### src/verilog/rsq_pkg.sv
// Shared constants and types for the reference select and qualify block
package rsq_pkg;
  localparam int NUM_REF = 2;
  localparam int PRIO_W = 3;
  localparam logic [2:0] PRIO_NEVER = 3'h0;
  localparam int VTIMER_W = 16;
  localparam int PHASE_W = 16;
  localparam int STEP_TIMER_W = 16;
  localparam int TUNE_W = 16;
  // Register offsets (byte addresses, one word apart)
  localparam logic [7:0] ADDR_CTRL = 8'h00;
  localparam logic [7:0] ADDR_PRIO = 8'h04;
  localparam logic [7:0] ADDR_MON_EN = 8'h08;
  localparam logic [7:0] ADDR_VTIMER0 = 8'h0c;
  localparam logic [7:0] ADDR_VTIMER1 = 8'h10;
  localparam logic [7:0] ADDR_SLEW = 8'h14;
  localparam logic [7:0] ADDR_STATUS = 8'h18;
  localparam logic [7:0] ADDR_PHASE = 8'h1c;
  // CTRL field positions
  localparam int CTRL_MODE_LSB = 0;
  localparam int CTRL_MANSEL_BIT = 2;
  localparam int CTRL_PINSEL_BIT = 3;
  localparam int CTRL_HITLESS_BIT = 4;
  localparam int CTRL_CANCEL_BIT = 5;
  localparam int CTRL_SLEW_EN_BIT = 6;
  localparam int CTRL_XO_BYP_BIT = 7;
  // Reset values
  localparam logic [7:0] CTRL_RST = 8'h00;
  localparam logic [5:0] PRIO_RST = 6'h0a;
  localparam logic [7:0] MON_EN_RST = 8'h00;
  localparam logic [15:0] VTIMER_RST = 16'h0010;
  localparam logic [15:0] STEP_LIMIT_RST = 16'h0010;
  localparam logic [15:0] STEP_TIMER_RST = 16'h0008;

  typedef enum logic [1:0] {
    RSQ_AUTO_REV = 2'h0,
    RSQ_AUTO_NONREV = 2'h1,
    RSQ_MAN_FALLBACK = 2'h2,
    RSQ_MAN_HOLDOVER = 2'h3
  } rsq_mode_e;

  typedef enum logic [3:0] {
    ST_FREERUN = 4'h1,
    ST_HOLDOVER = 4'h2,
    ST_TRACK0 = 4'h4,
    ST_TRACK1 = 4'h8
  } rsq_state_e;

  // Per-input monitor flags and their enables
  typedef struct packed {
    logic freq;
    logic miss;
    logic runt;
    logic phase;
  } rsq_mon_s;
endpackage

### src/verilog/rsq_qualify.sv
// Per-input monitor gating and validation timer
`timescale 1ns/1ps
`default_nettype none
module rsq_qualify #(
  parameter int TIMER_W = 16
) (
  input wire logic clk, // Clock
  input wire logic reset, // Sync reset
  input wire rsq_pkg::rsq_mon_s mon_flags, // Raw monitor flags
  input wire rsq_pkg::rsq_mon_s mon_en, // Monitor enables
  input wire logic timer_en, // Validation timer enable
  input wire logic [TIMER_W-1:0] timer_len, // Validation time in cycles
  output rsq_pkg::rsq_mon_s flags_out, // Gated flags
  output logic valid // Input qualified
);
  logic [TIMER_W-1:0] cnt_reg, cnt_next;
  logic valid_reg, valid_next;
  logic any_flag;

  always_comb begin
    flags_out = mon_flags & mon_en;
    any_flag = |flags_out;
    cnt_next = cnt_reg;
    valid_next = valid_reg;
    if (any_flag) begin
      cnt_next = '0;
      valid_next = 1'b0;
    end else if (!timer_en) begin
      valid_next = 1'b1;
    end else if (cnt_reg >= timer_len) begin
      valid_next = 1'b1;
    end else begin
      cnt_next = cnt_reg + 1'b1;
    end
  end

  always_ff @(posedge clk) begin
    if (reset) begin
      cnt_reg <= '0;
      valid_reg <= 1'b0;
    end else begin
      cnt_reg <= cnt_next;
      valid_reg <= valid_next;
    end
  end

  assign valid = valid_reg;
endmodule
`default_nettype wire

### src/verilog/rsq_slew.sv
// Phase build-out and slew-limited removal of switchover offset
`timescale 1ns/1ps
`default_nettype none
module rsq_slew #(
  parameter int PW = 16,
  parameter int TW = 16
) (
  input wire logic clk, // Clock
  input wire logic reset, // Sync reset
  input wire logic switch_evt, // Switchover or holdover exit pulse
  input wire logic [PW-1:0] phase_step, // Offset at switch, signed
  input wire logic hitless_en, // Hitless switching enable
  input wire logic cancel_en, // Phase cancellation enable
  input wire logic slew_en, // Slew control enable
  input wire logic force_slew, // Non-locked switch or holdover exit
  input wire logic [PW-1:0] step_limit, // Max step per interval
  input wire logic [TW-1:0] step_timer, // Interval in cycles
  output logic [PW-1:0] buildout, // Absorbed offset, signed
  output logic [PW-1:0] pass_phase // Offset passed to loop, signed
);
  logic [PW-1:0] bo_reg, bo_next, pass_reg, pass_next;
  logic [TW-1:0] tick_reg, tick_next;
  logic signed [PW-1:0] bo_s, lim_s;

  always_comb begin
    bo_next = bo_reg;
    pass_next = '0;
    tick_next = tick_reg;
    bo_s = bo_reg;
    lim_s = step_limit;
    if (switch_evt) begin
      if (hitless_en && (cancel_en || slew_en || force_slew)) begin
        bo_next = bo_reg + phase_step;
        tick_next = '0;
      end else begin
        pass_next = phase_step;
      end
    end else if ((slew_en || force_slew) && bo_reg != '0) begin
      if (tick_reg >= step_timer) begin
        tick_next = '0;
        if (bo_s > lim_s) begin
          bo_next = bo_reg - step_limit;
          pass_next = step_limit;
        end else if (bo_s < -lim_s) begin
          bo_next = bo_reg + step_limit;
          pass_next = -step_limit;
        end else begin
          bo_next = '0;
          pass_next = bo_reg;
        end
      end else begin
        tick_next = tick_reg + 1'b1;
      end
    end
  end

  always_ff @(posedge clk) begin
    if (reset) begin
      bo_reg <= '0;
      pass_reg <= '0;
      tick_reg <= '0;
    end else begin
      bo_reg <= bo_next;
      pass_reg <= pass_next;
      tick_reg <= tick_next;
    end
  end

  assign buildout = bo_reg;
  assign pass_phase = pass_reg;
endmodule
`default_nettype wire

### src/verilog/rsq_top.sv
// Reference input selection and qualification for the DPLL
`timescale 1ns/1ps
`default_nettype none
module rsq_top #(
  parameter int NREF = rsq_pkg::NUM_REF
) (
  input wire logic CLK, // 25 MHz clock
  input wire logic RESET, // Sync reset, active high
  input wire logic [7:0] ADDR, // Register address
  input wire logic [31:0] WDATA, // Write data
  input wire logic WR, // Write strobe
  input wire logic RD, // Read strobe
  output logic [31:0] RDATA, // Read data, cycle after RD
  input wire logic [NREF-1:0] REF_FREQ_ERR_HI, // Error above invalid threshold
  input wire logic [NREF-1:0] REF_FREQ_ERR_LO, // Error below valid threshold
  input wire logic [NREF-1:0] REF_MISS, // Missing pulse raw flag
  input wire logic [NREF-1:0] REF_RUNT, // Runt pulse raw flag
  input wire logic [NREF-1:0] REF_PHASE_BAD, // Phase-valid raw flag
  input wire logic [rsq_pkg::PHASE_W-1:0] REF_PHASE_DIFF, // Signed phase new minus old
  input wire logic FREQ_LOCKED, // Inputs frequency-locked
  input wire logic XO_IN_RANGE, // Crystal detector in range
  input wire logic HISTORY_VALID, // Tuning history valid
  input wire logic MAN_SEL_PIN, // Pin manual reference choice
  output logic [NREF*4-1:0] REF_FLAGS, // Gated flags of all inputs
  output logic [NREF-1:0] REF_VALID, // Qualified inputs
  output logic [NREF-1:0] SEL_ONEHOT, // Selected input
  output logic HOLDOVER, // In holdover
  output logic FREERUN, // In free-run
  output logic XO_VALID, // Crystal valid to PLL control
  output logic CRYSTAL_FREQ_LOSS_FLAG, // Crystal loss flag
  output logic [rsq_pkg::PHASE_W-1:0] PHASE_ADJ // Phase passed to the loop
);
  localparam int PW = rsq_pkg::PHASE_W;

  logic [7:0] ctrl_reg, ctrl_next;
  logic [NREF*3-1:0] prio_reg, prio_next;
  logic [NREF*4-1:0] mon_en_reg, mon_en_next;
  logic [NREF*rsq_pkg::VTIMER_W-1:0] vt_reg, vt_next;
  logic [NREF-1:0] vt_en_reg, vt_en_next;
  logic [PW-1:0] lim_reg, lim_next;
  logic [rsq_pkg::STEP_TIMER_W-1:0] stim_reg, stim_next;
  logic [31:0] rdata_reg, rdata_next;
  logic [NREF-1:0] fdet_reg, fdet_next;
  logic xo_loss_reg, xo_loss_next;
  rsq_pkg::rsq_state_e st_reg, st_next;
  logic switch_evt_reg, switch_evt_next;
  logic force_reg, force_next;

  rsq_pkg::rsq_mode_e mode;
  logic man_idx;
  logic [NREF-1:0] valid;
  rsq_pkg::rsq_mon_s gated [NREF];
  logic best_found;
  logic best_idx;
  logic [2:0] best_prio;
  logic cur_idx;
  logic tracking;
  logic [PW-1:0] buildout;

  assign mode = rsq_pkg::rsq_mode_e'(ctrl_reg[rsq_pkg::CTRL_MODE_LSB +: 2]);
  assign man_idx = ctrl_reg[rsq_pkg::CTRL_PINSEL_BIT] ? MAN_SEL_PIN
                 : ctrl_reg[rsq_pkg::CTRL_MANSEL_BIT];
  assign tracking = (st_reg == rsq_pkg::ST_TRACK0) || (st_reg == rsq_pkg::ST_TRACK1);
  assign cur_idx = (st_reg == rsq_pkg::ST_TRACK1);

  // Per-input flag gating and validation timer
  genvar g;
  generate
    for (g = 0; g < NREF; g++) begin : g_ref
      rsq_pkg::rsq_mon_s raw;
      assign raw = '{freq: fdet_reg[g], miss: REF_MISS[g], runt: REF_RUNT[g],
                     phase: REF_PHASE_BAD[g]};
      rsq_qualify #(.TIMER_W(rsq_pkg::VTIMER_W)) u_qual (
        .clk(CLK),
        .reset(RESET),
        .mon_flags(raw),
        .mon_en(rsq_pkg::rsq_mon_s'(mon_en_reg[g*4 +: 4])),
        .timer_en(vt_en_reg[g]),
        .timer_len(vt_reg[g*rsq_pkg::VTIMER_W +: rsq_pkg::VTIMER_W]),
        .flags_out(gated[g]),
        .valid(valid[g])
      );
      assign REF_FLAGS[g*4 +: 4] = gated[g];
    end
  endgenerate

  // Best valid input; strict less-than keeps the lower index on ties
  always_comb begin
    best_found = 1'b0;
    best_idx = 1'b0;
    best_prio = 3'h7;
    for (int i = 0; i < NREF; i++) begin
      if (valid[i] && prio_reg[i*3 +: 3] != rsq_pkg::PRIO_NEVER) begin
        if (!best_found || prio_reg[i*3 +: 3] < best_prio) begin
          best_found = 1'b1;
          best_idx = 1'(i);
          best_prio = prio_reg[i*3 +: 3];
        end
      end
    end
  end

  // Reference state machine
  always_comb begin
    rsq_pkg::rsq_state_e lost;
    lost = HISTORY_VALID ? rsq_pkg::ST_HOLDOVER : rsq_pkg::ST_FREERUN;
    st_next = st_reg;
    unique case (mode)
      rsq_pkg::RSQ_AUTO_REV: begin
        if (best_found) begin
          st_next = best_idx ? rsq_pkg::ST_TRACK1 : rsq_pkg::ST_TRACK0;
        end else begin
          st_next = lost;
        end
      end
      rsq_pkg::RSQ_AUTO_NONREV: begin
        if (tracking && valid[cur_idx] && prio_reg[cur_idx*3 +: 3] != rsq_pkg::PRIO_NEVER) begin
          st_next = st_reg;
        end else if (best_found) begin
          st_next = best_idx ? rsq_pkg::ST_TRACK1 : rsq_pkg::ST_TRACK0;
        end else begin
          st_next = lost;
        end
      end
      rsq_pkg::RSQ_MAN_FALLBACK: begin
        if (valid[man_idx]) begin
          st_next = man_idx ? rsq_pkg::ST_TRACK1 : rsq_pkg::ST_TRACK0;
        end else if (best_found) begin
          st_next = best_idx ? rsq_pkg::ST_TRACK1 : rsq_pkg::ST_TRACK0;
        end else begin
          st_next = lost;
        end
      end
      rsq_pkg::RSQ_MAN_HOLDOVER: begin
        if (valid[man_idx]) begin
          st_next = man_idx ? rsq_pkg::ST_TRACK1 : rsq_pkg::ST_TRACK0;
        end else begin
          st_next = lost;
        end
      end
    endcase
    // Holdover only while history stays valid
    if (st_next == rsq_pkg::ST_HOLDOVER && !HISTORY_VALID) begin
      st_next = rsq_pkg::ST_FREERUN;
    end
    switch_evt_next = (st_next != st_reg) && (st_next == rsq_pkg::ST_TRACK0 || st_next == rsq_pkg::ST_TRACK1);
    // Forced slewing holds until the built-out offset is gone
    force_next = force_reg;
    if (switch_evt_next && (!tracking || !FREQ_LOCKED)) begin
      force_next = 1'b1;
    end else if (!switch_evt_reg && buildout == '0) begin
      force_next = 1'b0;
    end
  end

  // Flag hysteresis and crystal check
  always_comb begin
    for (int i = 0; i < NREF; i++) begin
      fdet_next[i] = fdet_reg[i];
      // Low report wins, so an input clears as soon as it is back in range
      if (REF_FREQ_ERR_LO[i]) begin
        fdet_next[i] = 1'b0;
      end else if (REF_FREQ_ERR_HI[i]) begin
        fdet_next[i] = 1'b1;
      end
    end
    xo_loss_next = !XO_IN_RANGE;
  end

  // Register writes and read data
  always_comb begin
    ctrl_next = ctrl_reg;
    prio_next = prio_reg;
    mon_en_next = mon_en_reg;
    vt_next = vt_reg;
    vt_en_next = vt_en_reg;
    lim_next = lim_reg;
    stim_next = stim_reg;
    rdata_next = '0;
    if (WR) begin
      unique case (ADDR)
        rsq_pkg::ADDR_CTRL: ctrl_next = WDATA[7:0];
        rsq_pkg::ADDR_PRIO: prio_next = WDATA[NREF*3-1:0];
        rsq_pkg::ADDR_MON_EN: begin
          mon_en_next = WDATA[NREF*4-1:0];
          vt_en_next = WDATA[16 +: NREF];
        end
        rsq_pkg::ADDR_VTIMER0: vt_next[0 +: rsq_pkg::VTIMER_W] = WDATA[15:0];
        rsq_pkg::ADDR_VTIMER1: vt_next[rsq_pkg::VTIMER_W +: rsq_pkg::VTIMER_W] = WDATA[15:0];
        rsq_pkg::ADDR_SLEW: begin
          lim_next = WDATA[15:0];
          stim_next = WDATA[31:16];
        end
        default: ;
      endcase
    end
    if (RD) begin
      unique case (ADDR)
        rsq_pkg::ADDR_CTRL: rdata_next[7:0] = ctrl_reg;
        rsq_pkg::ADDR_PRIO: rdata_next[NREF*3-1:0] = prio_reg;
        rsq_pkg::ADDR_MON_EN: rdata_next = {14'h0, vt_en_reg, 8'h0, mon_en_reg};
        rsq_pkg::ADDR_VTIMER0: rdata_next[15:0] = vt_reg[0 +: rsq_pkg::VTIMER_W];
        rsq_pkg::ADDR_VTIMER1: rdata_next[15:0] = vt_reg[rsq_pkg::VTIMER_W +: rsq_pkg::VTIMER_W];
        rsq_pkg::ADDR_SLEW: rdata_next = {stim_reg, lim_reg};
        rsq_pkg::ADDR_STATUS: begin
          rdata_next[3:0] = tracking ? gated[cur_idx] : 4'h0;
          rdata_next[4] = xo_loss_reg;
          rdata_next[5 +: NREF] = valid;
          rdata_next[8 +: 4] = st_reg;
          rdata_next[12] = cur_idx;
        end
        rsq_pkg::ADDR_PHASE: rdata_next[PW-1:0] = buildout;
        default: rdata_next = '0;
      endcase
    end
  end

  always_ff @(posedge CLK) begin
    if (RESET) begin
      ctrl_reg <= rsq_pkg::CTRL_RST;
      prio_reg <= rsq_pkg::PRIO_RST;
      mon_en_reg <= rsq_pkg::MON_EN_RST;
      vt_reg <= {NREF{rsq_pkg::VTIMER_RST}};
      vt_en_reg <= '0;
      lim_reg <= rsq_pkg::STEP_LIMIT_RST;
      stim_reg <= rsq_pkg::STEP_TIMER_RST;
      rdata_reg <= '0;
      fdet_reg <= '0;
      xo_loss_reg <= 1'b1;
      st_reg <= rsq_pkg::ST_FREERUN;
      switch_evt_reg <= 1'b0;
      force_reg <= 1'b0;
    end else begin
      ctrl_reg <= ctrl_next;
      prio_reg <= prio_next;
      mon_en_reg <= mon_en_next;
      vt_reg <= vt_next;
      vt_en_reg <= vt_en_next;
      lim_reg <= lim_next;
      stim_reg <= stim_next;
      rdata_reg <= rdata_next;
      fdet_reg <= fdet_next;
      xo_loss_reg <= xo_loss_next;
      st_reg <= st_next;
      switch_evt_reg <= switch_evt_next;
      force_reg <= force_next;
    end
  end

  // Build-out and slew act on the registered switch pulse
  rsq_slew #(.PW(PW), .TW(rsq_pkg::STEP_TIMER_W)) u_slew (
    .clk(CLK),
    .reset(RESET),
    .switch_evt(switch_evt_reg),
    .phase_step(REF_PHASE_DIFF),
    .hitless_en(ctrl_reg[rsq_pkg::CTRL_HITLESS_BIT]),
    .cancel_en(ctrl_reg[rsq_pkg::CTRL_CANCEL_BIT]),
    .slew_en(ctrl_reg[rsq_pkg::CTRL_SLEW_EN_BIT]),
    .force_slew(force_reg),
    .step_limit(lim_reg),
    .step_timer(stim_reg),
    .buildout(buildout),
    .pass_phase(PHASE_ADJ)
  );

  assign RDATA = rdata_reg;
  assign REF_VALID = valid;
  // Selection, holdover and free-run outputs decode the one-hot state register
  assign SEL_ONEHOT = {st_reg == rsq_pkg::ST_TRACK1, st_reg == rsq_pkg::ST_TRACK0};
  assign HOLDOVER = (st_reg == rsq_pkg::ST_HOLDOVER);
  assign FREERUN = (st_reg == rsq_pkg::ST_FREERUN);
  assign CRYSTAL_FREQ_LOSS_FLAG = xo_loss_reg;
  assign XO_VALID = ctrl_reg[rsq_pkg::CTRL_XO_BYP_BIT] | ~xo_loss_reg;
endmodule
`default_nettype wire

### config.mk
export PLATFORM = sky130hd
export DESIGN_NAME = rsq_top
export DESIGN_NICKNAME = d
export VERILOG_FILES = /design/src/verilog/rsq_pkg.sv /design/src/verilog/rsq_qualify.sv /design/src/verilog/rsq_slew.sv /design/src/verilog/rsq_top.sv
export SDC_FILE = /design/constraint.sdc
export NUM_CORES = 1
export LEC_CHECK = 0
export ABC_AREA = 0
export BUFFER_PORTS_ARGS = -buffer_cell sky130_fd_sc_hd__buf_4
export CAP_MARGIN = 20
export CELL_PAD_IN_SITES_DETAIL_PLACEMENT = 1
export CELL_PAD_IN_SITES_GLOBAL_PLACEMENT = 2
export CORE_ASPECT_RATIO = 1.25
export CORE_UTILIZATION = 25
export CTS_CLUSTER_DIAMETER = 200
export CTS_CLUSTER_SIZE = 30
export DETAILED_ROUTE_END_ITERATION = 7
export HOLD_SLACK_MARGIN = 0.05
export PLACE_DENSITY = 0.63
export SETUP_SLACK_MARGIN = 0.2
export SLEW_MARGIN = 20
export SYNTH_ARGS = -nofsm -noshare
export SYNTH_HDL_FRONTEND = slang
export SYNTH_SLANG_ARGS = --single-unit
### constraint.sdc
create_clock -name CLK -period 4.5 [get_ports CLK]
set_input_delay 0.225 -clock CLK [delete_from_list [all_inputs] [get_ports CLK]]
set_output_delay 0.225 -clock CLK [all_outputs]
set_load 0.005 [all_outputs]
==> reports/metrics.yaml <==
logic_synthesis:
  ys_warn_count: 0
  synthCells: 1725
  synth_top_family_by_area: "simple AND/OR/NAND/NOR gates"
  synthArstFlopShare_pct: 0
  synth-edff-count: 0
  netlist_area_sq_um: 13330
  yosysTopAreaCell: "dfxtp_1"
  synth_compound_area_share_pct: 22.20
  synth-simple-area-share_pct: 22.48
  synthDistinctLibCells: 81
  syn_area_per_cell_sq_um: 7.729
  netlist_top_cells_area: "dfxtp_1 (32%), ha_1 (11%), nand2_1 (7.3%)"
  muxShareOfSynthArea_pct: 2.252
  synth_nets: 1917
  seq_area_frac_synth_pct: 31.68
  synthFlopType: "dfxtp_1"
  synth_top_cell_area_share_pct: 31.68
  synth_xor_area_share_pct: 3.810
  synth_fa_ha_area_share_pct: 11.24
  synth_seq_cells: 211
pwr:
  pwr-share-seq_pct: 56.1
  swShare_pct: 26.70
  power_density_nw_per_um2: 209.5
  p_switching_mw: 0.9009
  leakagePower_nw: 6.334
  p_total_mw: 3.374
  clkPwrFrac_pct: 35.1
  p_comb_share_pct: 8.8
  internal-power_mw: 2.473
  ir_drop_v: 0.0001944
run_status:
  outcome: "complete, no violations"
drt:
  vias: 13244
  via_per_inst: 5.169
  drc: 0
  antenna_left: 0
  first_pass_iters: 5
  drt_iter0_drc: 602
  wl_per_cell_um: 21.59
  drt_wl_total_um: 55320
timing:
  drv_slew: 0
  fin_skew_ns: 0.06240
  slew_headroom_pct: 31.48
  worst_pin_slew_ns: 1.014
  rsz0062_at_grt: "yes"
  hold_violations: 0
  finalCriticalPeriod_ns: 4.165
  post-route-period-util_pct: 92.55
  whs_ns: 0.1071
  fin_tns_setup_ns: 0
  setup_violations: 0
  clock.fmax_mhz: 240.1
floorplanning:
  ios: 138
  rows: 94
  die-width_um: 208.6
  start_util_pct: 25.30
  core_sq_um: 52690
  dieHeight_um: 260.2
  fp.dieArea_sq_um: 54270
worst_setup_path:
  crit_required_ns: 4.89
  cp-start-kind: "flip-flop"
  end_kind: "flip-flop"
  critical_path.max_fanout: 10
  arrival_ns: 4.56
  crit_type: "reg2reg"
placed_design:
  portBuffers: 137
  globalplace.congestion: 0.9073
  hpwl_um: 43420
clocking:
  path_clk_slew_ns: 0.15
  clkLatencyLatePin_ns: 0.52
  cts_tree: "built"
  cts.sinks: 211
  ctsRootBufferMaster: "clkbuf_16"
  cts_buffer_depth: 3
  htreeDepth: 1
  numCtsBuffers: 11
cells_and_area:
  finalNetCount: 2082
  drive_gt1_share_pct: 12.59
  seq_area_sq_um: 4224
  multi_input_area_sq_um: 8304
  nFillCells: 6348
  n_antenna_cell: 0
  syn2layout_area_growth_pct: 20.81
  finish.utilization_pct: 30.57
grt:
  grt.total_usage_pct: 20.12
  antenna_found_initial: 0
  grt_max_degree: 60
  grt_overflow: 0
  grt_first_pass_wirelength_um: 84260
  grt_pass1_vias: 13697
hold_path:
  hp-class: "in2reg"
job:
  maxCapViolations: 0
-- power groups by stage --
stage / Sequential, mW / Clock [mW] / Combinational (mW)
2_1_floorplan: 1.93 / 0 / 0.112
3_3_place_gp: 1.94 / 0 / 0.258
3_5_place_dp: 1.94 / 0 / 0.260
4_1_cts: 1.89 / 1.25 / 0.299
5_1_grt: 1.90 / 1.30 / 0.319
6_report: 1.89 / 1.18 / 0.296
-- critical path, stage by stage (launching register included) --
cell and delay, ns:
dfxtp_1 0.34, buf_4 0.16, inv_1 0.14, ha_1 0.22
nand4_1 0.22, nor2_1 0.24, and4_1 0.24, xnor2_1 0.09
ha_1 0.32, and4_1 0.24, o2111ai_1 0.15, nor3_1 0.19
a21bo_2 0.26, and4b_1 0.23, buf_4 0.17, o21a_2 0.31
a221oi_1 0.37, o32ai_1 0.15
-- cells by family after synthesis --
group	count (synthesis)
adder cells (fa/ha/maj)	118
multiplexers	28
AND/OR/NAND/NOR	636
XOR/XNOR	58
buffers and inverters	214
AO/OA/AOI/OAI	460
flip-flops	211
-- path summary, 6_finish.rpt --
check                    from                  end  slack, ns  depth (start not counted)
setup / recovery   lim_reg[1]  u_slew.buildout[10]       0.34                         17
hold / removal    FREQ_LOCKED            force_reg       0.11                          3
setup reg to reg   lim_reg[1]  u_slew.buildout[10]       0.34                         17
hold reg to reg    vt_reg[23]           vt_reg[23]       0.47                          2
-- final cells by class --
type	instances	area share, %
multi-input cells	1300	51.56
repair buffers	245	12.26
clock buffers	12	1.732
inverters	121	2.820
well taps	672	5.220
clock inverters	1	0.1864
flip-flops and latches	211	26.23
-- Yosys cell counts, types with 15 or more instances --
cell and count:
nand2_1 260, dfxtp_1 211, a21oi_1 189, nor2_1 124
inv_1 120, ha_1 115, clkbuf_1 75, o21ai_0 50
nand3_1 48, xnor2_1 48, nor3_1 38, a221oi_1 33
and3_1 32, a21o_1 27, and2_1 26, mux2i_1 21
a211oi_1 17, nand2b_1 15, nand4_1 15, nor3b_1 15
-- per-layer routing --
metal / routed length, um / share of wire (%) / GRT usage, %
met1: 24200 / 44 / 24.81
met2: 28080 / 51 / 37.24
met3: 1777 / 3.2 / 1.823
met4: 1259 / 2.3 / 5.106
met5: 0 / 0 / 0
-- placed cells by master, fill, tap and decap left out, types with 14 or more instances in the layout --
cell and n:
nand2_1 260, dfxtp_1 211, buf_4 191, a21oi_1 189, nor2_1 123, inv_1 120, ha_1 115, dlygate4sd3_1 54
o21ai_0 50, nand3_1 48, xnor2_1 48, nor3_1 36, a221oi_1 33, and3_1 32, a21o_1 27, and2_1 26
mux2i_1 21, a211oi_1 16, nand4_1 15, nand2b_1 15, o211ai_1 14, nor3b_1 14
-- timing repair --
item	in CTS	in global routing
gates cloned	0	0
setup buffers	0	0
endpoints found under the hold margin	107	0
setup endpoints to repair	6	28
gates resized for setup	1	5
hold buffers	54	0
-- metrics by stage --
step / setup WS, ns / area (sq um) / instances
after floorplan: 0.4440 / 13330 / 1725
after global placement: 0.2436 / 15230 / 2495
after detailed placement: 0.2152 / 15230 / 2495
after CTS: 0.2034 / 16090 / 2562
after global routing: 0.1648 / 16110 / 2562
final: 0.3352 / 16110 / 2562
(Power assumes the default switching activity.)
